===== src/hw/audio_ctl3_pkg.sv =====
// Package: offsets, field positions, reset values and encodings of audio control register three
package audio_ctl3_pkg;

  // ----------------------------------------
  // Register location
  // ----------------------------------------
  localparam logic [6:0] AUDIO_CONTROL_THREE_ADDR = 7'h06; // Register index on the register port

  // ----------------------------------------
  // Field positions
  // ----------------------------------------
  localparam int VOL_LINK_HI = 15;
  localparam int VOL_LINK_LO = 14;
  localparam int REF_RATE_BIT = 13;
  localparam int XFER_MODE_BIT = 12;
  localparam int ROLE_BIT = 11;
  localparam int SWING_HI = 10;
  localparam int SWING_LO = 9;
  localparam int REC_OVF_BIT = 8;
  localparam int LEFT_OVF_BIT = 7;
  localparam int RIGHT_OVF_BIT = 6;
  localparam int NOISE_HI = 5;
  localparam int NOISE_LO = 4;
  localparam int CLIP_STEP_BIT = 3;

  // ----------------------------------------
  // Reset values
  // ----------------------------------------
  localparam logic [15:0] CTRL_RESET = 16'h0000; // All writable fields clear
  localparam logic [2:0] RESERVED_LOW_VALUE = 3'h0; // Arbitrary content of the low reserved field

  // ----------------------------------------
  // Encodings
  // ----------------------------------------
  localparam logic [1:0] VOL_LINK_LEFT_FOLLOWS_RIGHT = 2'h1;
  localparam logic [1:0] VOL_LINK_RIGHT_FOLLOWS_LEFT = 2'h2;

endpackage : audio_ctl3_pkg


===== src/hw/audio_control_register_three.sv =====
// Audio control register three: codec controls, overflow flags and register port
`timescale 1ns/10ps
`default_nettype none

module audio_control_register_three (
  input wire logic clk_i,
  input wire logic reset_n_i,
  input wire logic enable_i, // Clock enable, freezes all state when low
  // Register port
  input wire logic [6:0] reg_addr_i,
  input wire logic reg_write_i, // One-cycle write strobe
  input wire logic reg_read_i, // One-cycle read strobe
  input wire logic [15:0] reg_wdata_i,
  output logic [15:0] reg_rdata_o, // Registered read data
  output logic reg_rvalid_o, // Read data valid, one cycle
  // Overflow events from the data paths
  input wire logic record_overflow_i,
  input wire logic left_play_overflow_i,
  input wire logic right_play_overflow_i,
  // Programmed left and right DAC volumes from elsewhere
  input wire logic [6:0] left_volume_i,
  input wire logic [6:0] right_volume_i,
  // AGC input level, from the level detector; compared with the noise floor here
  input wire logic [1:0] input_level_band_i, // Quietest band the input reaches, 0..3
  input wire logic input_below_all_i, // Input below -90 dB
  // Control outputs
  output logic [6:0] left_volume_o, // Effective left DAC volume
  output logic [6:0] right_volume_o, // Effective right DAC volume
  output logic rate_44k1_o, // High selects 44.1 kHz reference
  output logic burst_mode_o, // High selects 256-s transfer
  output logic serial_master_o, // High makes the device master
  output logic [1:0] output_swing_select_o,
  output logic [1:0] gain_control_noise_floor_o,
  output logic agc_hold_o, // AGC must not chase its target
  output logic clip_step_enable_o
);

  // ----------------------------------------
  // Writable control fields
  // ----------------------------------------
  logic [1:0] volume_link_select_q, volume_link_select_d;
  logic reference_rate_select_q, reference_rate_select_d;
  logic transfer_mode_select_q, transfer_mode_select_d;
  logic serial_role_select_q, serial_role_select_d;
  logic [1:0] output_swing_select_q, output_swing_select_d;
  logic [1:0] noise_floor_q, noise_floor_d;
  logic clip_step_enable_q, clip_step_enable_d;
  logic [2:0] flags; // record, left, right
  logic hit;
  logic rd_hit;

  assign hit = (reg_addr_i == audio_ctl3_pkg::AUDIO_CONTROL_THREE_ADDR);
  assign rd_hit = hit && reg_read_i;

  // Next values of the writable fields; flag and reserved bits of the write are dropped
  always_comb begin
    volume_link_select_d = volume_link_select_q;
    reference_rate_select_d = reference_rate_select_q;
    transfer_mode_select_d = transfer_mode_select_q;
    serial_role_select_d = serial_role_select_q;
    output_swing_select_d = output_swing_select_q;
    noise_floor_d = noise_floor_q;
    clip_step_enable_d = clip_step_enable_q;
    if (hit && reg_write_i) begin
      volume_link_select_d =
        reg_wdata_i[audio_ctl3_pkg::VOL_LINK_HI:audio_ctl3_pkg::VOL_LINK_LO];
      reference_rate_select_d = reg_wdata_i[audio_ctl3_pkg::REF_RATE_BIT];
      transfer_mode_select_d = reg_wdata_i[audio_ctl3_pkg::XFER_MODE_BIT];
      serial_role_select_d = reg_wdata_i[audio_ctl3_pkg::ROLE_BIT];
      output_swing_select_d = reg_wdata_i[audio_ctl3_pkg::SWING_HI:audio_ctl3_pkg::SWING_LO];
      noise_floor_d = reg_wdata_i[audio_ctl3_pkg::NOISE_HI:audio_ctl3_pkg::NOISE_LO];
      clip_step_enable_d = reg_wdata_i[audio_ctl3_pkg::CLIP_STEP_BIT];
    end
  end

  // Field registers
  always_ff @(posedge clk_i) begin
    if (!reset_n_i) begin
      volume_link_select_q <= audio_ctl3_pkg::CTRL_RESET[15:14];
      reference_rate_select_q <= audio_ctl3_pkg::CTRL_RESET[13];
      transfer_mode_select_q <= audio_ctl3_pkg::CTRL_RESET[12];
      serial_role_select_q <= audio_ctl3_pkg::CTRL_RESET[11];
      output_swing_select_q <= audio_ctl3_pkg::CTRL_RESET[10:9];
      noise_floor_q <= audio_ctl3_pkg::CTRL_RESET[5:4];
      clip_step_enable_q <= audio_ctl3_pkg::CTRL_RESET[3];
    end else if (enable_i) begin
      volume_link_select_q <= volume_link_select_d;
      reference_rate_select_q <= reference_rate_select_d;
      transfer_mode_select_q <= transfer_mode_select_d;
      serial_role_select_q <= serial_role_select_d;
      output_swing_select_q <= output_swing_select_d;
      noise_floor_q <= noise_floor_d;
      clip_step_enable_q <= clip_step_enable_d;
    end
  end

  // ----------------------------------------
  // Overflow flags
  // ----------------------------------------
  // A read clears; a write never does
  audio_ctl3_sticky u_sticky (
    .clk_i(clk_i),
    .reset_n_i(reset_n_i),
    .enable_i(enable_i),
    .event_i({record_overflow_i, left_play_overflow_i, right_play_overflow_i}),
    .clear_i(rd_hit),
    .flag_o(flags)
  );

  // ----------------------------------------
  // Derived outputs
  // ----------------------------------------
  logic [6:0] left_vol_d, right_vol_d;
  logic hold_d;
  logic [15:0] rdata_d;

  // Volume linking, noise gate and read word
  always_comb begin
    left_vol_d = left_volume_i;
    right_vol_d = right_volume_i;
    if (volume_link_select_q == audio_ctl3_pkg::VOL_LINK_LEFT_FOLLOWS_RIGHT) begin
      left_vol_d = right_volume_i;
    end else if (volume_link_select_q == audio_ctl3_pkg::VOL_LINK_RIGHT_FOLLOWS_LEFT) begin
      right_vol_d = left_volume_i;
    end
    // Band index grows with depth: 0 is -60 dB, 3 is -90 dB
    hold_d = input_below_all_i || (input_level_band_i >= noise_floor_q);
    rdata_d = {volume_link_select_q, reference_rate_select_q, transfer_mode_select_q,
               serial_role_select_q, output_swing_select_q, flags, noise_floor_q,
               clip_step_enable_q, audio_ctl3_pkg::RESERVED_LOW_VALUE};
  end

  // Output registers; read data capture flags before the clear lands
  always_ff @(posedge clk_i) begin
    if (!reset_n_i) begin
      left_volume_o <= 7'h00;
      right_volume_o <= 7'h00;
      rate_44k1_o <= 1'b0;
      burst_mode_o <= 1'b0;
      serial_master_o <= 1'b0;
      output_swing_select_o <= 2'h0;
      gain_control_noise_floor_o <= 2'h0;
      agc_hold_o <= 1'b0;
      clip_step_enable_o <= 1'b0;
      reg_rdata_o <= 16'h0000;
      reg_rvalid_o <= 1'b0;
    end else if (enable_i) begin
      left_volume_o <= left_vol_d;
      right_volume_o <= right_vol_d;
      rate_44k1_o <= reference_rate_select_q;
      burst_mode_o <= transfer_mode_select_q;
      serial_master_o <= serial_role_select_q;
      output_swing_select_o <= output_swing_select_q;
      gain_control_noise_floor_o <= noise_floor_q;
      agc_hold_o <= hold_d;
      clip_step_enable_o <= clip_step_enable_q;
      reg_rvalid_o <= rd_hit;
      reg_rdata_o <= rd_hit ? rdata_d : 16'h0000;
    end
  end
endmodule : audio_control_register_three

`default_nettype wire


===== src/hw/audio_ctl3_sticky.sv =====
// Sticky overflow flags, one per channel, cleared only by a register read or by reset
`timescale 1ns/10ps
`default_nettype none

module audio_ctl3_sticky (
  input wire logic clk_i,
  input wire logic reset_n_i,
  input wire logic enable_i,
  input wire logic [2:0] event_i, // Overflow event pulses
  input wire logic clear_i, // Register read pulse
  output logic [2:0] flag_o // Registered flags
);

  // ----------------------------------------
  // Per-flag storage
  // ----------------------------------------
  genvar g;
  generate
    for (g = 0; g < 3; g++) begin : gen_flag
      logic flag_d;
      logic flag_q;
      // Set wins over clear so an event in the read cycle is not lost
      always_comb begin
        flag_d = flag_q;
        if (clear_i) begin
          flag_d = 1'b0;
        end
        if (event_i[g]) begin
          flag_d = 1'b1;
        end
      end
      always_ff @(posedge clk_i) begin
        if (!reset_n_i) begin
          flag_q <= 1'b0;
        end else if (enable_i) begin
          flag_q <= flag_d;
        end
      end
      assign flag_o[g] = flag_q;
    end
  endgenerate

endmodule : audio_ctl3_sticky

`default_nettype wire


===== config.mk =====
export PLATFORM = sky130hd
export DESIGN_NAME = audio_control_register_three
export DESIGN_NICKNAME = d
export VERILOG_FILES = /design/src/hw/audio_ctl3_pkg.sv /design/src/hw/audio_control_register_three.sv /design/src/hw/audio_ctl3_sticky.sv
export SDC_FILE = /design/constraint.sdc
export NUM_CORES = 1
export LEC_CHECK = 0
export ABC_AREA = 1
export BUFFER_PORTS_ARGS = -buffer_cell sky130_fd_sc_hd__buf_2
export CAP_MARGIN = 0
export CORE_UTILIZATION = 50
export CTS_CLUSTER_SIZE = 40
export DETAILED_ROUTE_END_ITERATION = 12
export PLACE_DENSITY_LB_ADDON = 0.15
export REMOVE_ABC_BUFFERS = 1
export SETUP_SLACK_MARGIN = 0.02
export SLEW_MARGIN = 30
export SYNTH_ARGS = -nofsm -noshare
export SYNTH_HDL_FRONTEND = slang
export SYNTH_SLANG_ARGS = --single-unit

===== constraint.sdc =====
create_clock -name clk_i -period 3.37 [get_ports clk_i]
set_clock_uncertainty 0.2 [all_clocks]
set_input_delay 0.1685 -clock clk_i [delete_from_list [all_inputs] [get_ports clk_i]]
set_output_delay 0.1685 -clock clk_i [all_outputs]
set_load 0.02 [all_outputs]

==> results of run 1 <==
-- sequential cells by signal (all words and copies together), names as in the netlist --
signal	count
agc_hold_o	1
burst_mode_o	1
clip_step_enable_o	1
clip_step_enable_q	1
gain_control_noise_floor_o	2
left_volume_o	7
noise_floor_q	2
output_swing_select_o	2
output_swing_select_q	2
rate_44k1_o	1
reference_rate_select_q	1
reg_rdata_o	13
reg_rvalid_o	1
right_volume_o	7
serial_master_o	1
serial_role_select_q	1
transfer_mode_select_q	1
u_sticky.gen_flag.flag_q	3
volume_link_select_q	2
-- critical path: stages (launching register included) --
cell and delay [ns]:
dfxtp_1 0.37, inv_1 0.06, nand2_1 0.23, inv_1 0.21, nand2_1 0.10, nand3_1 0.08
o211ai_1 0.10, inv_1 0.05
-- power by group --
part	switching [uW]	internal, uW	leakage, uW	total (uW)
sequential	8.32	608	0.000408	616
combinational	81.6	55.9	0.000970	137
clock	194	219	0.0000579	413
total	284	882	0.00144	1170
-- stage by stage --
step	hold WS, ns	instance area (sq um)
3_5_place_dp	0.197	2490
3_3_place_gp	0.190	2490
2_1_floorplan	0.0579	2020
5_1_grt	0.0248	2740
6_report	0.0131	2740
4_1_cts	0.00486	2740
-- path summary, 6_finish.rpt --
| check | startpoint | depth (start not counted) | to |
|---|---|---|---|
| max | volume_link_select_q[0] | 7 | right_volume_o[4] |
| min | left_volume_i[6] | 5 | right_volume_o[6] |
| max reg2reg | volume_link_select_q[0] | 7 | right_volume_o[4] |
| min reg2reg | reg_rvalid_o | 2 | reg_rvalid_o |
-- what timing repair did --
action,CTS,global route
gates resized for setup,0,0
endpoints found under the hold margin,14,0
hold buffers,14,0
-- cells in the mapped netlist (all sizes together) --
cell	count	area share
a21oi	26	0.061
buf	13	0.039
clkbuf	7	0.012
conb	1	0.0018
dfxtp	50	0.47
ha	2	0.012
inv	35	0.062
nand2	84	0.15
nand3	16	0.040
nand4	13	0.038
nor2	22	0.048
nor3	1	0.0024
o211ai	14	0.049
o21ai	5	0.012
-- final cells by class --
| cell class | count | area share |
|---|---|---|
| clock buffers | 5 | 0.0251 |
| clock inverters | 3 | 0.0146 |
| inverters | 35 | 0.0479 |
| multi-input cells | 186 | 0.325 |
| flip-flops and latches | 50 | 0.365 |
| well taps | 50 | 0.0228 |
| repair buffers | 94 | 0.199 |
-- per-layer routing --
layer / up-vias / track usage / share of wire
li1: 1081 / - / -
met1: 937 / 0.275 / 0.45
met2: 57 / 0.414 / 0.49
met3: 4 / 0.0709 / 0.051
met4: 0 / 0.0718 / 0.0089
met5: - / 0 / 0
-- logic make-up (layout without fill, tap and decap cells) --
family,after synthesis,after routing,share of synthesized area
adders and majority gates,2,2,0.0118
DFF,50,50,0.471
other,1,3,0.00176
and+or+nand+nor,136,136,0.280
AOI/OAI and AO/OA,45,45,0.122
buffers and inverters,55,137,0.113
==> Implementation_results.wiki, run 1 <==
{| class="wikitable"
! Metric !! Value
|-
| DRT iter0 DRCs || around 130
|-
| Total detailed-routing wirelength || ~5000 um
|-
| End-of-flow core utilization || 0.680
|-
| Height of the die || roughly 67 um
|-
| Number of nets in the finished design || ~420
|-
| Layout-stage area growth over the synthesis result || 29.0%
|-
| Layout cell share with drive strength beyond 1 || 0.247
|-
| Average footprint of a synthesized cell || between 7 and 8 sq um
|-
| Port Buffer Count || about 80
|-
| Clock input transition at the sequential cells of the worst setup and hold paths || about 0.080 ns
|-
| Worst min path class || in -> reg
|-
| Count of final max-slew check failures || 0
|-
| Final setup violation count || 0
|-
| Largest net degree at the start of global routing || 45
|-
| Post-Layout Cell Count || about 420
|-
| Peak supply drop || approximately 0.00032 V
|-
| Worst-Skew Late Latency || 0.30 ns
|-
| Global placement routability congestion || about 0.74
|-
| Final clock period utilization by the worst path || 0.447
|-
| Post-detail-place hpwl || roughly 3200 um
|-
| Worst Setup Slack, final || ~1.9 ns
|-
| Transition time of the tightest slew-check pin || around 0.68 ns
|-
| Remaining routing DRC violations || 0
|-
| Worst Setup Slack post-DPL || approximately 1.6 ns
|-
| PnR Total Power || approximately 1200 uW
|-
| Run status || complete, no violations
|-
| Area used by sequential logic in the layout || ~1000 sq um
|-
| Global-route wire length before repair || around 8000 um
|-
| Synthesis warning total || 0
|-
| Netlist cell types || 21
|-
| Wire per inst || roughly 12 um
|-
| Die width || 67.2 um
|-
| Total area of multi-input combinational cells || slightly below 900 sq um
|-
| Via count of the first global-routing pass || ~1900
|-
| Required @ worst endpoint || approximately 3.4 ns
|-
| Clock Path Buffers || 2
|-
| Count of standard-cell rows || 23
|-
| Static leakage power || about 0.0014 uW
|-
| Unrepaired setup endpoints after global routing || no
|-
| Cell Pwr Density || 425 nW/um^2
|-
| Worst Setup End Kind || flip-flop
|-
| CTS HTree Levels || 2
|-
| Placed insts || 401
|-
| Number of storage elements in the synthesis netlist || 50
|-
| Top library cells by usage in the layout, fill and taps aside || nand2_1, buf_2, dfxtp_1
|-
| TNS Setup || 0 ns
|-
| Tightest slew margin relative to the limit || 0.548
|-
| Placeable core area || between 4000 and 5000 sq um
|-
| Antenna diode count || 0
|-
| Total routing resource utilization after global routing || 0.236
|-
| Detail-routed via count per cell || approximately 4.9
|-
| Floorplan die area || between 4000 and 5000 sq um
|-
| I/O pin count || 88
|-
| Number of antenna violations at the first check in global routing || 0
|-
| Worst EP arrival || around 1.5 ns
|-
| Number of instances in the synthesized netlist || 289
|-
| Final critical delay including setup and external delays || around 1.5 ns
|-
| Clock tree from TritonCTS || yes
|-
| Routed vias || between 2000 and 2500
|-
| Number of max-capacitance violations reported || 0
|-
| Number of search-and-repair iterations in the first detailed-routing pass || 4
|-
| Netlist Area Pre-Place || between 2000 and 2500 sq um
|-
| Number of filler instances in the final layout || between 300 and 400
|-
| CTS root buf || clkbuf_8
|-
| Worst-path maximum fanout || 8
|-
| Post-CTS Setup Bufs || 0
|-
| Max Freq || about 660 MHz
|-
| Starting utilization of the core area || 0.528
|-
| Remaining number of nets flagged by the antenna check after routing || 0
|-
| Total CTS buffers || 5
|-
| Register area share after synthesis || 0.471
|-
| CTS sink cnt || 50
|-
| Classification of the worst setup path || reg -> reg
|-
| FF-to-FF setup slack || between 1.5 and 2 ns
|-
| Final hold violation count || 0
|-
| Total congestion overflow || 0
|-
| Commonest non-fill, non-tap cell in the layout || nand2_1
|-
| Critical Path Start Type || flip-flop
|}
Note: power is estimated with default switching activity, not from simulation.
==> inputs of run 2 (changes only) <==
Settings changed: ABC_AREA 1 to 0, CORE_UTILIZATION 50 to 42.
Clock period 3.37 ns to 1.3 ns, I/O delays scaled along.
==> Implementation_results.wiki, run 2 <==
{| class="wikitable"
! Metric !! Value
|-
| Layout cell share with drive strength beyond 1 || 0.344
|-
| Antenna diode count || 0
|-
| Area used by sequential logic in the layout || 1000 sq um
|-
| Routed vias || 1810
|-
| Clock tree from TritonCTS || yes
|-
| Detail-routed via count per cell || 4.79
|-
| Worst Setup End Kind || flip-flop
|-
| Classification of the worst setup path || reg -> reg
|-
| Leading area contributor after synthesis || dfxtp_1
|-
| Most used flip-flop cell after synthesis || dfxtp_1
|-
| Placeable core area || ~4400 sq um
|-
| Total congestion overflow || 0
|-
| Worst EP arrival || roughly 1.3 ns
|-
| Number of instances in the synthesized netlist || around 210
|-
| Unrepaired setup endpoints after global routing || yes
|-
| CTS HTree Levels || 2
|-
| Post-synth ARST share || 0
|-
| Register area share after synthesis || 0.506
|-
| CTS root buf || clkbuf_8
|-
| Final hold violation count || 0
|-
| Number of antenna violations at the first check in global routing || 0
|-
| Via count of the first global-routing pass || between 1500 and 2000
|-
| I/O pin count || a little under 90
|-
| Post-Layout Cell Count || 378
|-
| Leading post-synthesis cells by instance count || dfxtp_1, nand2_1, mux2i_1, nor2_1, a211oi_1
|-
| Synthesis warning total || 0
|-
| Global placement routability congestion || around 0.73
|-
| Commonest non-fill, non-tap cell in the layout || buf_2
|-
| Remaining number of nets flagged by the antenna check after routing || 0
|-
| Top library cells by usage in the layout, fill and taps aside || buf_2, dfxtp_1, nand2_1
|-
| Remaining routing DRC violations || 13
|-
| Post-detail-place hpwl || 3040 um
|-
| Critical Path Start Type || flip-flop
|-
| Global-route wire length before repair || between 7000 and 8000 um
|-
| Number of storage elements in the synthesis netlist || 50
|-
| CTS sink cnt || 50
|-
| Cell Pwr Density || a little over 1000 nW/um^2
|-
| Total detailed-routing wirelength || around 4900 um
|-
| Starting utilization of the core area || 0.445
|-
| Height of the die || around 70 um
|-
| Top-count cell post-synth || dfxtp_1
|-
| Count of cells along the worst register-to-register path || 4
|-
| Flip-flop count of the largest register, all copies and words added || 13
|-
| Final critical delay including setup and external delays || about 1.3 ns
|-
| Failing checks || design-rule violations
|-
| Total routing resource utilization after global routing || 0.197
|-
| Required @ worst endpoint || 1.30 ns
|-
| Final setup violation count || 0
|-
| Largest net degree at the start of global routing || 32
|-
| Die width || slightly above 70 um
|-
| Port Buffer Count || a little under 80
|-
| Worst Setup Slack, final || about 0.018 ns
|-
| Wire per inst || ~13 um
|-
| Clock input transition at the sequential cells of the worst setup and hold paths || about 0.1 ns
|-
| Post-synth EDFFs || 0
|-
| Total area of multi-input combinational cells || ~930 sq um
|-
| Synth top area share || 0.506
|-
| Number of filler instances in the final layout || roughly 370
|-
| Post-CTS Setup Bufs || 0
|-
| Registers with the most flip-flops || reg_rdata_o x13, left_volume_o x7, right_volume_o x7
|-
| Worst min path class || in -> reg
|-
| Number of max-capacitance violations reported || 0
|-
| Register with the most flip-flops || reg_rdata_o
|-
| Number of nets in the finished design || approximately 380
|-
| Cell types occupying the most area after synthesis || dfxtp_1, mux2i_1, nand2_1
|-
| Final-layout worst hold slack || between 0.004 and 0.005 ns
|-
| Hold depth || 4
|-
| Worst-path maximum fanout || 7
|-
| TNS Setup || 0 ns
|-
| Placed insts || about 340
|-
| Max Freq || 780 MHz
|-
| Total CTS buffers || 5
|-
| Peak supply drop || 0.000822 V
|-
| Number of search-and-repair iterations in the first detailed-routing pass || 8
|-
| DRT iter0 DRCs || between 50 and 60
|-
| Run status || finished, violations left
|-
| Static leakage power || 0.00143 uW
|-
| Worst Setup Slack post-DPL || roughly 0.021 ns
|-
| Floorplan die area || 4990 sq um
|-
| Average footprint of a synthesized cell || around 9.5 sq um
|-
| Count of standard-cell rows || 24
|-
| Worst-Skew Late Latency || 0.29 ns
|-
| Netlist Area Pre-Place || 1980 sq um
|-
| Netlist cell types || 23
|-
| Layout-stage area growth over the synthesis result || 51.1%
|-
| Final clock period utilization by the worst path || 0.986
|-
| Count of final max-slew check failures || 0
|-
| Clock Path Buffers || 2
|}
run 2: cell count changes after synthesis, moves of 13 or more:
cell and change:
o211ai_1 -14, inv_1 -31, a211oi_1 +14, a21oi_1 -25, nand4_1 -13, nand3_1 -14
nand2_1 -47, mux2i_1 +32
run 2: path summary, 6_finish.rpt:
kind              slack [ns]               startpoint                           to
hold reg to reg         0.24          reg_rdata_o[14]              reg_rdata_o[14]
setup reg to reg        0.02  volume_link_select_q[1]            right_volume_o[4]
hold / removal         0.005            reg_addr_i[5]  u_sticky.gen_flag[2].flag_q
setup / recovery        0.02  volume_link_select_q[1]            right_volume_o[4]
run 2: cell type report:
class / count / area share
clock inverters: 3 / 0.0151
inverters: 4 / 0.00503
flip-flops and latches: 50 / 0.336
repair buffers: 125 / 0.288
clock buffers: 5 / 0.0230
well taps: 52 / 0.0218
multi-input cells: 139 / 0.311
run 2: metrics by stage:
| step | power (uW) | util | cell area, sq um |
|---|---|---|---|
| final | 3090 | 0.672 | 2990 |
| after global routing | 3210 | 0.672 | 2990 |
| after CTS | 3110 | 0.657 | 2920 |
| after detailed placement | 1940 | 0.557 | 2480 |
| after global placement | 1940 | 0.557 | 2480 |
| after floorplan | 1760 | - | 1900 |
run 2: logic make-up (layout without fill, tap and decap cells):
family	after synthesis	count (layout)	synth area share
other	1	3	0.00190
DFF	50	50	0.506
AOI/OAI and AO/OA	34	34	0.112
muxes	32	32	0.162
and+or+nand+nor	68	68	0.154
buffers and inverters	21	137	0.0513
adders and majority gates	2	2	0.0127
run 2: critical path, stage by stage, from the launching register on:
cell and delay [ns]:
dfxtp_2 0.35, nor2b_4 0.14, buf_6 0.15, mux2i_1 0.09, a211oi_1 0.26
run 2: where the power goes:
part	internal, uW	switching, uW	leakage (uW)
sequential	1570	19.0	0.000408
combinational	211	200	0.000973
clock	573	515	0.0000504
run 2: repair_timing:
action / 4_1_cts / 5_1_grt
hold endpoints to repair: 33 / 4
endpoints found under the setup margin: 5 / 15
hold buffers: 33 / 2
pin swaps: 5 / 4
resized for setup: 0 / 14
cloned: 0 / 0
run 2: layer usage:
layer  global-route usage  vias to the layer above  wire length (um)  share of wire
met5                    0                        -                 0              0
met4               0.0467                        0                17         0.0034
met3               0.0513                        2               263          0.053
met2                0.342                       55              2460           0.50
met1                0.246                      817              2200           0.45
li1                     -                      936                 -              -
==> inputs of run 3 (changes only) <==
Settings changed: CORE_UTILIZATION 42 to 50.
Clock period 1.3 ns to 1.6 ns, I/O delays scaled along.
==> Implementation_results.wiki, run 3 (same netlist as run 2, synthesis figures left out) <==
{| class="wikitable"
! Metric !! Value
|-
| Worst Setup End Kind || flip-flop
|-
| Clock input transition at the sequential cells of the worst setup and hold paths || roughly 0.090 ns
|-
| Floorplan die area || 4210 sq um
|-
| Combined buffer and inverter count along the critical path || 3
|-
| Clock tree from TritonCTS || yes
|-
| Remaining routing DRC violations || 0
|-
| Worst EP arrival || 1.45 ns
|-
| Final clock period utilization by the worst path || 0.936
|-
| Critical path, cell by cell || dlygate4sd3_1, buf_2, inv_1, a211oi_1
|-
| Layout cell share with drive strength beyond 1 || 0.309
|-
| Largest stage delay, worst path || about 0.55 ns
|-
| Slowest library cell on the worst path || inv_1
|-
| Unrepaired setup endpoints after global routing || yes
|-
| Commonest non-fill, non-tap cell in the layout || buf_2
|-
| Total detailed-routing wirelength || between 4000 and 5000 um
|-
| Run status || complete, no violations
|-
| Height of the die || 64.9 um
|-
| Layout-stage area growth over the synthesis result || 43.9%
|-
| Routed vias || around 1800
|-
| Tightest slew margin relative to the limit || 0.512
|-
| Count of final max-slew check failures || 0
|-
| Beginning of the critical path || reset_n_i
|-
| CTS root buf || clkbuf_8
|-
| Via count of the first global-routing pass || 1745
|-
| Top library cells by usage in the layout, fill and taps aside || buf_2, dfxtp_1, nand2_1
|-
| CP delay by family, top || buffers and inverters
|-
| Post-Layout Cell Count || between 300 and 400
|-
| Static leakage power || roughly 0.0014 uW
|-
| Transition time of the tightest slew-check pin || between 0.7 and 0.8 ns
|-
| Total CTS buffers || 5
|-
| Final setup violation count || 0
|-
| Post-detail-place hpwl || approximately 3000 um
|-
| Antenna diode count || 0
|-
| Global placement routability congestion || 0.706
|-
| Port Buffer Count || 78
|-
| TNS Setup || 0 ns
|-
| Flip-flop count of the largest register, all copies and words added || 13
|-
| Cell Pwr Density || about 860 nW/um^2
|-
| Clock Path Buffers || 2
|-
| Largest net degree at the start of global routing || 25
|-
| Peak supply drop || roughly 0.00070 V
|-
| Number of max-capacitance violations reported || 0
|-
| Number of nets in the finished design || 369
|-
| Worst min-delay path startpoint || reg_addr_i[5]
|-
| Number of antenna violations at the first check in global routing || 0
|-
| DRT iter0 DRCs || between 80 and 90
|-
| Worst-Skew Late Latency || about 0.30 ns
|-
| Required @ worst endpoint || 1.55 ns
|-
| Critical Path Start Type || primary input
|-
| Register with the most flip-flops || reg_rdata_o
|-
| Global-route wire length before repair || slightly below 8000 um
|-
| Final hold violation count || 0
|-
| CTS HTree Levels || 2
|-
| Number of search-and-repair iterations in the first detailed-routing pass || 4
|-
| Placeable core area || 3720 sq um
|-
| Placed insts || 330
|-
| Classification of the worst setup path || in -> reg
|-
| Total routing resource utilization after global routing || 0.245
|-
| Final critical delay including setup and external delays || between 1 and 1.5 ns
|-
| Max Freq || 668 MHz
|-
| Remaining number of nets flagged by the antenna check after routing || 0
|-
| Post-CTS Setup Bufs || 0
|-
| Worst min path class || in -> reg
|-
| CTS sink cnt || 50
|-
| Die width || between 60 and 70 um
|-
| Worst reg2reg path startpoint || volume_link_select_q[1]
|-
| Worst-path maximum fanout || 23
|-
| Registers with the most flip-flops || reg_rdata_o x13, left_volume_o x7, right_volume_o x7
|-
| I/O pin count || 88
|-
| Starting utilization of the core area || 0.532
|-
| Wire per inst || approximately 13 um
|-
| Count of standard-cell rows || 22
|-
| Total congestion overflow || 0
|-
| Detail-routed via count per cell || 4.86
|}
-- run 3: cell types whose count changed in the layout (fill, tap and decap cells not counted), sizes merged --
cell / previous run / this run
clkinv: 0 / 2
buf: 91 / 89
dlygate4sd3: 34 / 30
clkinvlp: 2 / 0
-- run 3: area by class of cell --
cell class / instances / area [sq um]
Sequential cell: 50 / 1000
Multi-Input combinational cell: 139 / 882
Fill cell: 290 / 872
Timing Repair Buffer: 119 / 777
Clock buffer: 5 / 68.8
Tap cell: 48 / 60.1
Clock inverter: 3 / 40.0
Inverter: 4 / 15.0
-- run 3: power by group --
group,leakage [uW],switching [uW],internal (uW)
clock network,0.0000579,400,460
logic,0.000941,151,152
registers,0.000407,15.8,1280
total,0.00141,567,1890
-- run 3: worst paths after layout --
check / endpoint / slack [ns] / cells past startpoint
max: left_volume_o[5] / 0.10 / 4
min: reg_rdata_o[13] / 0.005 / 4
max reg2reg: left_volume_o[4] / 0.15 / 3
min reg2reg: reg_rdata_o[13] / 0.25 / 2
-- run 3: what timing repair did --
| action | in CTS | in global routing |
|---|---|---|
| endpoints found under the hold margin | 32 | 0 |
| endpoints found under the setup margin | 0 | 2 |
| resized for setup | 0 | 1 |
| hold buffers | 30 | 0 |
-- run 3: per-stage QoR --
stage	instance area [sq um]	util	hold slack [ns]	total power, uW	setup slack (ns)
6_report	2840	0.765	0.00464	2460	0.102
2_1_floorplan	1900	-	-0.0244	1430	0.113
3_5_place_dp	2430	0.654	0.0951	1560	0.175
3_3_place_gp	2430	0.654	0.0929	1560	0.183
5_1_grt	2840	0.765	0.0415	2550	0.00990
4_1_cts	2840	0.764	0.0104	2470	0.104
-- run 3: worst reg2reg max path, cell delays in order, from the launching register on --
cell and delay [ns]:
dfxtp_1 0.36, nand2b_1 0.40, mux2i_1 0.26, a211oi_1 0.09
-- run 3: layer usage --
layer | track usage | share of wire
met1 | 0.289 | 0.44
met2 | 0.428 | 0.49
met3 | 0.0528 | 0.050
met4 | 0.0944 | 0.021
met5 | 0 | 0
